**src/rtl/pie_pkg.sv**
```systemverilog
/*
 * Constants for the port one ingress/egress control block: register map,
 * field positions, reset values and bus states.
 * Assumes a 32-bit classic Wishbone bus with byte addresses.
 */
package pie_pkg;
    // ****************************************************
    // Register map (byte addresses)
    // ****************************************************
    localparam logic [7:0] PIE_ADR_CTRL = 8'h6c;   // Port one ingress/egress control
    localparam logic [7:0] PIE_ADR_DTAG = 8'h70;   // Port default tag
    localparam logic [7:0] PIE_ADR_STAT = 8'h74;   // Last ingress decision, read only
    localparam int PIE_ADR_W = 8;                  // Address width
    localparam int PIE_DAT_W = 32;                 // Data width

    // ****************************************************
    // Control field positions
    // ****************************************************
    localparam int PIE_F_LAMP_HI = 14;    // Lamp override top
    localparam int PIE_F_LAMP_EN = 14;    // Lamp override enable
    localparam int PIE_F_LAMP_ONE = 13;   // Lamp one level
    localparam int PIE_F_LAMP_ZERO = 12;  // Lamp zero level
    localparam int PIE_F_FLT2 = 11;       // Filter against second address
    localparam int PIE_F_FLT1 = 10;       // Filter against first address
    localparam int PIE_F_DROPTAG = 9;     // Drop tagged ingress
    localparam int PIE_F_TWOQ = 8;        // Two output queues
    localparam int PIE_F_STORM = 7;       // Broadcast storm protection
    localparam int PIE_F_DSCP = 6;        // DiffServ classification
    localparam int PIE_F_P8021 = 5;       // 802.1p classification
    localparam int PIE_F_PRIO_HI = 4;     // Port default priority top
    localparam int PIE_F_PRIO_LO = 3;     // Port default priority bottom
    localparam int PIE_F_INSERT = 2;      // Tag insertion
    localparam int PIE_F_REMOVE = 1;      // Tag removal
    localparam int PIE_F_FOURQ = 0;       // Four output queues

    // ****************************************************
    // Reset values and masks
    // ****************************************************
    localparam logic [15:0] PIE_CTRL_RST = 16'h0000;   // Control resets to zero
    localparam logic [15:0] PIE_CTRL_MASK = 16'h7fff;  // Bit 15 reserved, reads zero
    localparam logic [15:0] PIE_DTAG_RST = 16'h0001;   // Default VID one, CFI and priority zero

    // ****************************************************
    // Queue modes
    // ****************************************************
    localparam logic [1:0] PIE_QM_SINGLE = 2'h0;  // One queue
    localparam logic [1:0] PIE_QM_TWO = 2'h1;     // Two queues
    localparam logic [1:0] PIE_QM_FOUR = 2'h2;    // Four queues

    // Bus handshake states, one-hot
    typedef enum logic [1:0] {
        PIE_ST_IDLE = 2'b01,
        PIE_ST_ACK = 2'b10
    } pie_bus_st_t;
endpackage

```
**src/rtl/pie_port_ctrl.sv**
```systemverilog
/*
 * Port one ingress/egress control register and the per-frame decisions it
 * steers: lamp override, source filtering, tagged drop, storm protection,
 * priority classification, queue split and egress tag edits.
 * Assumes frame descriptors arrive synchronous to sys_clk as one-cycle
 * strobes and that the Wishbone master follows classic single cycles.
 */
`timescale 1ns/1ns
`default_nettype none

module pie_port_ctrl (
    input wire logic sys_clk,                            // System clock, 100 MHz
    input wire logic rstn,                               // Asynchronous reset, active low
    input wire logic wb_cyc_i,                           // Bus cycle
    input wire logic wb_stb_i,                           // Bus strobe
    input wire logic wb_we_i,                            // Write enable
    input wire logic [pie_pkg::PIE_ADR_W-1:0] wb_adr_i,  // Byte address
    input wire logic [3:0] wb_sel_i,                     // Byte lane selects
    input wire logic [pie_pkg::PIE_DAT_W-1:0] wb_dat_i,  // Write data
    output logic [pie_pkg::PIE_DAT_W-1:0] wb_dat_o,      // Read data
    output logic wb_ack_o,                               // Acknowledge
    input wire logic lamp_normal_zero,                   // Normal lamp zero level
    input wire logic lamp_normal_one,                    // Normal lamp one level
    output logic port_lamp_zero,                         // Lamp zero pin
    output logic port_lamp_one,                          // Lamp one pin
    input wire logic rx_valid,                           // Ingress frame strobe
    input wire logic rx_tagged,                          // Ingress frame carries a tag
    input wire logic rx_sa_first,                        // Source matches first filter address
    input wire logic rx_sa_second,                       // Source matches second filter address
    input wire logic rx_storm,                           // Storm limiter says over limit
    input wire logic rx_dscp_ok,                         // DiffServ mapping found
    input wire logic [1:0] rx_dscp_prio,                 // DiffServ priority
    input wire logic rx_tag_ok,                          // Tag priority mapping found
    input wire logic [1:0] rx_tag_prio,                  // Tag priority
    output logic dec_valid,                              // Decision strobe
    output logic dec_drop,                               // Drop this frame
    output logic [1:0] dec_prio,                         // Priority class
    output logic [1:0] dec_queue,                        // Output queue index
    output logic [1:0] queue_mode,                       // Output queue split
    output logic [15:0] own_default_tag,                 // This port's default tag
    input wire logic tx_valid,                           // Egress frame strobe
    input wire logic tx_rx_tagged,                       // Frame was tagged when received
    input wire logic [15:0] tx_ingress_tag,              // Default tag of the receiving port
    output logic eg_valid,                               // Egress edit strobe
    output logic eg_insert,                              // Insert a tag
    output logic eg_strip,                               // Strip the tag
    output logic [15:0] eg_tag                           // Tag to insert
);
    import pie_pkg::*;

    // ****************************************************
    // State
    // ****************************************************
    pie_bus_st_t bus_reg, bus_next;                 // Bus handshake state
    logic [15:0] ctrl_reg, ctrl_next;               // Control register
    logic [15:0] dtag_reg, dtag_next;               // Default tag register
    logic [31:0] rdat_reg, rdat_next;               // Read data
    logic lamp0_reg, lamp0_next;                    // Lamp zero
    logic lamp1_reg, lamp1_next;                    // Lamp one
    logic dv_reg, dv_next;                          // Decision strobe
    logic drop_reg, drop_next;                      // Drop flag
    logic [1:0] prio_reg, prio_next;                // Priority
    logic [1:0] q_reg, q_next;                      // Queue index
    logic [1:0] qm_reg, qm_next;                    // Queue mode
    logic ev_reg, ev_next;                          // Egress strobe
    logic ins_reg, ins_next;                        // Insert flag
    logic strip_reg, strip_next;                    // Strip flag
    logic [15:0] etag_reg, etag_next;               // Egress tag
    logic req;                                      // New bus request
    logic [3:0] stat_word;                          // Status fields

    assign req = wb_cyc_i && wb_stb_i && (bus_reg == PIE_ST_IDLE);
    assign stat_word = {drop_reg, dv_reg, prio_reg};

    // ****************************************************
    // Wishbone slave
    // ****************************************************
    // One wait state: ack comes at the edge after the request is seen,
    // then drops for a cycle so a held strobe is not taken twice.
    always_comb begin
        bus_next = bus_reg;
        ctrl_next = ctrl_reg;
        dtag_next = dtag_reg;
        rdat_next = rdat_reg;
        case (bus_reg)
            PIE_ST_IDLE: begin
                if (req) begin
                    bus_next = PIE_ST_ACK;
                    rdat_next = 32'h0000_0000;   // Unmapped addresses read zero
                    case (wb_adr_i)
                        PIE_ADR_CTRL: begin
                            rdat_next = {16'h0000, ctrl_reg};
                            if (wb_we_i) begin
                                // Reserved bit 15 stays zero
                                if (wb_sel_i[0]) ctrl_next[7:0] = wb_dat_i[7:0];
                                if (wb_sel_i[1]) ctrl_next[15:8] = wb_dat_i[15:8] & PIE_CTRL_MASK[15:8];
                            end
                        end
                        PIE_ADR_DTAG: begin
                            rdat_next = {16'h0000, dtag_reg};
                            if (wb_we_i) begin
                                if (wb_sel_i[0]) dtag_next[7:0] = wb_dat_i[7:0];
                                if (wb_sel_i[1]) dtag_next[15:8] = wb_dat_i[15:8];
                            end
                        end
                        PIE_ADR_STAT: begin
                            rdat_next = {28'h0000000, stat_word};
                        end
                        default: begin
                            rdat_next = 32'h0000_0000;   // Writes ignored
                        end
                    endcase
                end
            end
            PIE_ST_ACK: begin
                bus_next = PIE_ST_IDLE;
            end
            default: begin
                bus_next = PIE_ST_IDLE;
            end
        endcase
    end

    // Bus registers
    always_ff @(posedge sys_clk or negedge rstn) begin
        if (!rstn) begin
            bus_reg <= PIE_ST_IDLE;
            ctrl_reg <= PIE_CTRL_RST;
            dtag_reg <= PIE_DTAG_RST;
            rdat_reg <= 32'h0000_0000;
        end else begin
            bus_reg <= bus_next;
            ctrl_reg <= ctrl_next;
            dtag_reg <= dtag_next;
            rdat_reg <= rdat_next;
        end
    end

    // ****************************************************
    // Port decisions
    // ****************************************************
    // Everything is registered so each output comes from a flop; the cost
    // is one cycle between a descriptor strobe and its decision.
    always_comb begin
        // Lamp override; top bit clear passes the normal lamp function
        if (ctrl_reg[PIE_F_LAMP_EN]) begin
            lamp0_next = ctrl_reg[PIE_F_LAMP_ZERO];
            lamp1_next = ctrl_reg[PIE_F_LAMP_ONE];
        end else begin
            lamp0_next = lamp_normal_zero;
            lamp1_next = lamp_normal_one;
        end
        // Queue split; four-queue wins when both bits are set
        if (ctrl_reg[PIE_F_FOURQ]) begin
            qm_next = PIE_QM_FOUR;
        end else if (ctrl_reg[PIE_F_TWOQ]) begin
            qm_next = PIE_QM_TWO;
        end else begin
            qm_next = PIE_QM_SINGLE;
        end
        // Ingress decision
        dv_next = rx_valid;
        drop_next = drop_reg;
        prio_next = prio_reg;
        q_next = q_reg;
        if (rx_valid) begin
            drop_next = (ctrl_reg[PIE_F_FLT2] && rx_sa_second)
                || (ctrl_reg[PIE_F_FLT1] && rx_sa_first)
                || (ctrl_reg[PIE_F_DROPTAG] && rx_tagged)
                || (ctrl_reg[PIE_F_STORM] && rx_storm);
            if ((ctrl_reg[PIE_F_DSCP] && rx_dscp_ok) || (ctrl_reg[PIE_F_P8021] && rx_tag_ok)) begin
                // Combined result of the enabled classifiers
                prio_next = ((ctrl_reg[PIE_F_DSCP] && rx_dscp_ok) ? rx_dscp_prio : 2'h0)
                    | ((ctrl_reg[PIE_F_P8021] && rx_tag_ok) ? rx_tag_prio : 2'h0);
            end else begin
                prio_next = ctrl_reg[PIE_F_PRIO_HI:PIE_F_PRIO_LO];
            end
            // Class still computed in single mode, but queue stays zero
            case (qm_next)
                PIE_QM_FOUR: q_next = prio_next;
                PIE_QM_TWO: q_next = {1'b0, prio_next[1]};
                default: q_next = 2'h0;
            endcase
        end
        // Egress edits
        ev_next = tx_valid;
        ins_next = ins_reg;
        strip_next = strip_reg;
        etag_next = etag_reg;
        if (tx_valid) begin
            ins_next = ctrl_reg[PIE_F_INSERT] && !tx_rx_tagged;
            strip_next = ctrl_reg[PIE_F_REMOVE] && tx_rx_tagged;
            etag_next = tx_ingress_tag;
        end
    end

    // Decision registers
    always_ff @(posedge sys_clk or negedge rstn) begin
        if (!rstn) begin
            lamp0_reg <= 1'b0;
            lamp1_reg <= 1'b0;
            qm_reg <= PIE_QM_SINGLE;
            dv_reg <= 1'b0;
            drop_reg <= 1'b0;
            prio_reg <= 2'h0;
            q_reg <= 2'h0;
            ev_reg <= 1'b0;
            ins_reg <= 1'b0;
            strip_reg <= 1'b0;
            etag_reg <= 16'h0000;
        end else begin
            lamp0_reg <= lamp0_next;
            lamp1_reg <= lamp1_next;
            qm_reg <= qm_next;
            dv_reg <= dv_next;
            drop_reg <= drop_next;
            prio_reg <= prio_next;
            q_reg <= q_next;
            ev_reg <= ev_next;
            ins_reg <= ins_next;
            strip_reg <= strip_next;
            etag_reg <= etag_next;
        end
    end

    // ****************************************************
    // Outputs
    // ****************************************************
    assign wb_dat_o = rdat_reg;
    assign wb_ack_o = (bus_reg == PIE_ST_ACK);
    assign port_lamp_zero = lamp0_reg;
    assign port_lamp_one = lamp1_reg;
    assign dec_valid = dv_reg;
    assign dec_drop = drop_reg;
    assign dec_prio = prio_reg;
    assign dec_queue = q_reg;
    assign queue_mode = qm_reg;
    assign own_default_tag = dtag_reg;
    assign eg_valid = ev_reg;
    assign eg_insert = ins_reg;
    assign eg_strip = strip_reg;
    assign eg_tag = etag_reg;

    // ****************************************************
    // Assertions
    // ****************************************************
    // Lamp pins follow the override when its top bit is set and the normal
    // lamp levels otherwise, one cycle behind the control register
    a_lamp_override: assert property (@(posedge sys_clk) disable iff (!rstn)
        ctrl_reg[PIE_F_LAMP_EN] |=> (port_lamp_one == $past(ctrl_reg[PIE_F_LAMP_ONE]))
            && (port_lamp_zero == $past(ctrl_reg[PIE_F_LAMP_ZERO])))
        else $error("lamp override not applied");
    a_lamp_normal: assert property (@(posedge sys_clk) disable iff (!rstn)
        !ctrl_reg[PIE_F_LAMP_EN] |=> (port_lamp_one == $past(lamp_normal_one))
            && (port_lamp_zero == $past(lamp_normal_zero)))
        else $error("normal lamp levels not passed");
    // Each drop cause on its own must drop the frame
    a_filter_second: assert property (@(posedge sys_clk) disable iff (!rstn)
        rx_valid && ctrl_reg[PIE_F_FLT2] && rx_sa_second |=> dec_valid && dec_drop)
        else $error("second address not filtered");
    a_filter_first: assert property (@(posedge sys_clk) disable iff (!rstn)
        rx_valid && ctrl_reg[PIE_F_FLT1] && rx_sa_first |=> dec_valid && dec_drop)
        else $error("first address not filtered");
    a_drop_tagged: assert property (@(posedge sys_clk) disable iff (!rstn)
        rx_valid && ctrl_reg[PIE_F_DROPTAG] && rx_tagged |=> dec_drop)
        else $error("tagged frame not dropped");
    a_storm_drop: assert property (@(posedge sys_clk) disable iff (!rstn)
        rx_valid && ctrl_reg[PIE_F_STORM] && rx_storm |=> dec_drop)
        else $error("storm frame not dropped");
    // A frame that trips no cause is never dropped, whatever the enables
    a_no_cause_keep: assert property (@(posedge sys_clk) disable iff (!rstn)
        rx_valid && !rx_tagged && !rx_sa_first && !rx_sa_second && !rx_storm |=> !dec_drop)
        else $error("frame dropped without cause");
    // Priority: default field, each classifier alone, then both ORed
    a_default_prio: assert property (@(posedge sys_clk) disable iff (!rstn)
        rx_valid && !ctrl_reg[PIE_F_DSCP] && !ctrl_reg[PIE_F_P8021]
            |=> dec_prio == $past(ctrl_reg[PIE_F_PRIO_HI:PIE_F_PRIO_LO]))
        else $error("port default priority not used");
    a_dscp_only: assert property (@(posedge sys_clk) disable iff (!rstn)
        rx_valid && ctrl_reg[PIE_F_DSCP] && !ctrl_reg[PIE_F_P8021] && rx_dscp_ok
            |=> dec_prio == $past(rx_dscp_prio))
        else $error("code point priority not used");
    a_tag_prio_only: assert property (@(posedge sys_clk) disable iff (!rstn)
        rx_valid && !ctrl_reg[PIE_F_DSCP] && ctrl_reg[PIE_F_P8021] && rx_tag_ok
            |=> dec_prio == $past(rx_tag_prio))
        else $error("tag priority not used");
    a_prio_or: assert property (@(posedge sys_clk) disable iff (!rstn)
        rx_valid && ctrl_reg[PIE_F_DSCP] && ctrl_reg[PIE_F_P8021] && rx_dscp_ok && rx_tag_ok
            |=> dec_prio == ($past(rx_dscp_prio) | $past(rx_tag_prio)))
        else $error("classifier results not combined");
    // Queue index against the mode latched together with the decision
    a_single_queue: assert property (@(posedge sys_clk) disable iff (!rstn)
        dec_valid && queue_mode == PIE_QM_SINGLE |-> dec_queue == 2'h0)
        else $error("single mode used a queue other than zero");
    a_two_queue: assert property (@(posedge sys_clk) disable iff (!rstn)
        dec_valid && queue_mode == PIE_QM_TWO |-> dec_queue == {1'b0, dec_prio[1]})
        else $error("two-queue index wrong");
    a_four_queue: assert property (@(posedge sys_clk) disable iff (!rstn)
        dec_valid && queue_mode == PIE_QM_FOUR |-> dec_queue == dec_prio)
        else $error("four-queue index wrong");
    a_four_wins: assert property (@(posedge sys_clk) disable iff (!rstn)
        ctrl_reg[PIE_F_FOURQ] |=> queue_mode == PIE_QM_FOUR)
        else $error("four-queue mode not selected");
    // Egress edits take the receiving port's tag, never this port's own
    a_insert_tag: assert property (@(posedge sys_clk) disable iff (!rstn)
        tx_valid |=> eg_valid && (eg_insert == ($past(ctrl_reg[PIE_F_INSERT]) && !$past(tx_rx_tagged)))
            && (eg_tag == $past(tx_ingress_tag)))
        else $error("egress insert or tag wrong");
    a_strip_tag: assert property (@(posedge sys_clk) disable iff (!rstn)
        tx_valid |=> eg_strip == ($past(ctrl_reg[PIE_F_REMOVE]) && $past(tx_rx_tagged)))
        else $error("egress strip wrong");
    // Write taken, ack, one idle cycle, then a read of the same register
    // taken: the read data shows the written bits with bit 15 cleared
    a_ctrl_readback: assert property (@(posedge sys_clk) disable iff (!rstn)
        req && wb_we_i && wb_adr_i == PIE_ADR_CTRL && wb_sel_i[1:0] == 2'h3
            ##3 req && !wb_we_i && wb_adr_i == PIE_ADR_CTRL
            |=> wb_dat_o[15:0] == ($past(wb_dat_i[15:0], 4) & PIE_CTRL_MASK))
        else $error("control readback differs");
    a_ack_pulse: assert property (@(posedge sys_clk) disable iff (!rstn)
        wb_ack_o |=> !wb_ack_o)
        else $error("ack held two cycles");

    c_write_ctrl: cover property (@(posedge sys_clk) disable iff (!rstn)
        wb_ack_o && wb_we_i && wb_adr_i == PIE_ADR_CTRL);
    c_drop_frame: cover property (@(posedge sys_clk) disable iff (!rstn) dec_valid && dec_drop);
    c_four_queue: cover property (@(posedge sys_clk) disable iff (!rstn)
        dec_valid && queue_mode == PIE_QM_FOUR && dec_queue == 2'h3);
    c_insert: cover property (@(posedge sys_clk) disable iff (!rstn) eg_valid && eg_insert);
endmodule

`default_nettype wire

```
**config.mk**
```make
export PLATFORM = sky130hd
export DESIGN_NAME = pie_port_ctrl
export DESIGN_NICKNAME = d
export VERILOG_FILES = /design/src/rtl/pie_pkg.sv /design/src/rtl/pie_port_ctrl.sv
export SDC_FILE = /design/constraint.sdc
export NUM_CORES = 1
export LEC_CHECK = 0
export ABC_CLOCK_PERIOD_IN_PS = 2500
export BUFFER_PORTS_ARGS = -buffer_cell sky130_fd_sc_hd__buf_2
export CAP_MARGIN = 15
export CORE_MARGIN = 2
export CORE_UTILIZATION = 46
export DETAILED_ROUTE_END_ITERATION = 8
export PLACE_DENSITY_LB_ADDON = 0.08
export SLEW_MARGIN = 20
export SYNTH_ARGS = -nofsm -noshare
export SYNTH_HDL_FRONTEND = slang
export SYNTH_SLANG_ARGS = --single-unit
```
**constraint.sdc**
```tcl
create_clock -name sys_clk -period 2.5 [get_ports sys_clk]
set_input_delay 0.75 -clock sys_clk [delete_from_list [all_inputs] [get_ports sys_clk]]
set_output_delay 0.75 -clock sys_clk [all_outputs]
set_load 0.02 [all_outputs]
```
==> run metrics <==
num rows=31; share of cells above drive strength 1=54.0%; Post-Syn Area=0.00333 mm2; RSZ-0062 raised after global routing=false; final setup fails=0; root buf cell=clkbuf_8; DRT Pass-1 Iters=4; CTS max path bufs=2; Final Max Tran Viols=0; Ant. Diodes=0; Num CTS Buffers=9; Mapped Cells=255; WL final=7640 um; Final Cycle Share=83.3%; Max-slew headroom=60.6%; most frequent cells in the layout=122 x buf_2, 76 x dfrtp_1, 53 x mux2_2, 19 x nand2_1; cts hold-fix bufs=0; synthesis-stage register bit count=78; critical path's top delay family=simple AND/OR/NAND/NOR gates; Placer Congestion=0.822; final antenna-violating net count=0; Total Power=2.68 mW; crit path buf inv count=2; All-Layer GR Usage=20.2%; top post-synthesis cells by area=dfrtp_1 57%, mux2_2 18%, a22oi_1 4.1%, buf_4 3.6%, o21ai_0 2.7%; Fillers=621; Leak=2.27 nW; clock network latency to the later pin of the worst-skew pair=0.36 ns; I/O pin total=158; final core utilization=61.0%; clk_skew=0.00967 ns; CP cell instances=buf_2 > or4b_1 > nor4_4 > buf_12 > mux2_2; CP max stage cell=or4b_1; clk sinks=78; slowest stage delay, CP=0.65 ns; run status=finished, final reports clean; # Post-CTS Setup Buffers=0; hpwl dp=5570 um; initial antenna violation count=0; crit path capture type=register; area leader, netlist=dfrtp_1; worst path arrival time=2.32 ns; Resized cells post-CTS=0; Final TNS setup=0 ns; CP required=2.74 ns; CP max FO=8; Tmin final=2.08 ns; DR iter-0 viols=69; number of flops mapped to enable cells by yosys=0; Cell variety after synth=28; ys async rst share=100%; die height=89.1 um; DR DRC count=0; ys flop type=dfrtp_1; worst slew pin tran=0.591 ns; CTS clk-pin slew, worst paths=0.08 ns; max cap viols=0; Die ar.=0.00794 mm2; CTS tree=done; Syn Area/Cell=13.1 um2; drt wl/cell=15.4 um; GRT overflow=0; commonest non-fill, non-tap cell in the layout=buf_2; via count=2491; H-tree levels=3; Nets=473; vias in the first global route=2401; global-route wire length before repair=11800 um; Worst Setup Start Kind=input pin; Seq/Total Area, Yosys=58.6%; synth-to-layout area growth=30.6%; Hold Crit Class=in -> async; largest net degree at the start of global routing=46; PortBufs=123; Initial Util=46.7%; multi-input logic area=0.00127 mm2; FF+latch area=0.00195 mm2; WS Path Type=in -> reg; pwr/cell area=615 mW/mm2; DR vias/cell=5.01; die width=89.1 um; CORE AREA=0.00714 mm2; Hold Fails Final Rpt=0; Synth top area share=57.1%; yosys warns=0; Max Fclk=0.480 GHz; worst vdd rail ir drop=0.000420 V
-- stage by stage --
step / hold WS (ns) / setup slack [ns] / area [um2] / instances
global route: 0.429 / 0.379 / 4350 / 497
finish: 0.395 / 0.417 / 4350 / 497
global placement: 0.447 / 0.0519 / 4120 / 481
CTS: 0.412 / 0.414 / 4350 / 497
detailed placement: 0.469 / 0.0374 / 4120 / 481
floorplan: 0.410 / 0.179 / 3390 / 270
-- cells by family after synthesis --
family | Yosys count | share of synthesized area, %
flip-flops | 78 | 58.6
AND/OR/NAND/NOR | 48 | 9.46
buffers and inverters | 31 | 5.44
other | 1 | 0.113
multiplexers | 53 | 17.9
AO/OA/AOI/OAI | 44 | 8.45
-- worst paths after layout --
kind / cells past startpoint / slack [ns] / start / end
min in group sys_clk: 2 / 0.47 / wb_dat_o[15] / wb_dat_o[15]
worst min-delay path: 1 / 0.40 / rstn / eg_tag[14]
max in group asynchronous: 2 / 1.50 / rstn / wb_dat_o[12]
worst max-delay path: 5 / 0.42 / wb_adr_i[3] / own_default_tag[9]
worst max register to register: 4 / 0.58 / bus_reg[0] / own_default_tag[9]
worst min register to register: 2 / 0.47 / wb_dat_o[15] / wb_dat_o[15]
-- power breakdown --
group | internal (mW) | switching, mW
Sequential | 1.30 | 0.0192
Clock | 0.643 | 0.446
Combinational | 0.104 | 0.165
Total | 2.05 | 0.631
-- layer usage --
| metal | vias up | wire (um) | GRT usage, % |
|---|---|---|---|
| met3 | 19 | 542 | 6.00 |
| met2 | 94 | 3560 | 30.6 |
| met1 | 1218 | 3330 | 26.7 |
| met4 | 0 | 200 | 9.63 |
| li1 | 1160 | - | - |
| met5 | - | 0 | 0 |
-- cells in the mapped netlist (2+ instances only) --
cell type  instances
nor2b_1            2
dfstp_2            2
nand3b_1           5
a221oi_1           2
clkbuf_1           6
and3_1             2
nand2_1           19
dfrtp_1           76
buf_2              4
nand3_1            5
mux2_2            53
a22oi_1           18
o21ai_0           18
buf_4             16
a21oi_1            2
nor4_4             4
inv_1              5
nor2_1             6
-- cell type report --
class / count / area share [%]
tap: 99 / 2.84
clock buffer: 13 / 3.88
multi-input combinational: 161 / 29.1
clock inverter: 3 / 1.49
inverter: 5 / 0.431
sequential: 78 / 44.9
timing repair buffer: 138 / 17.4
Power figures use the tool's default switching activity.
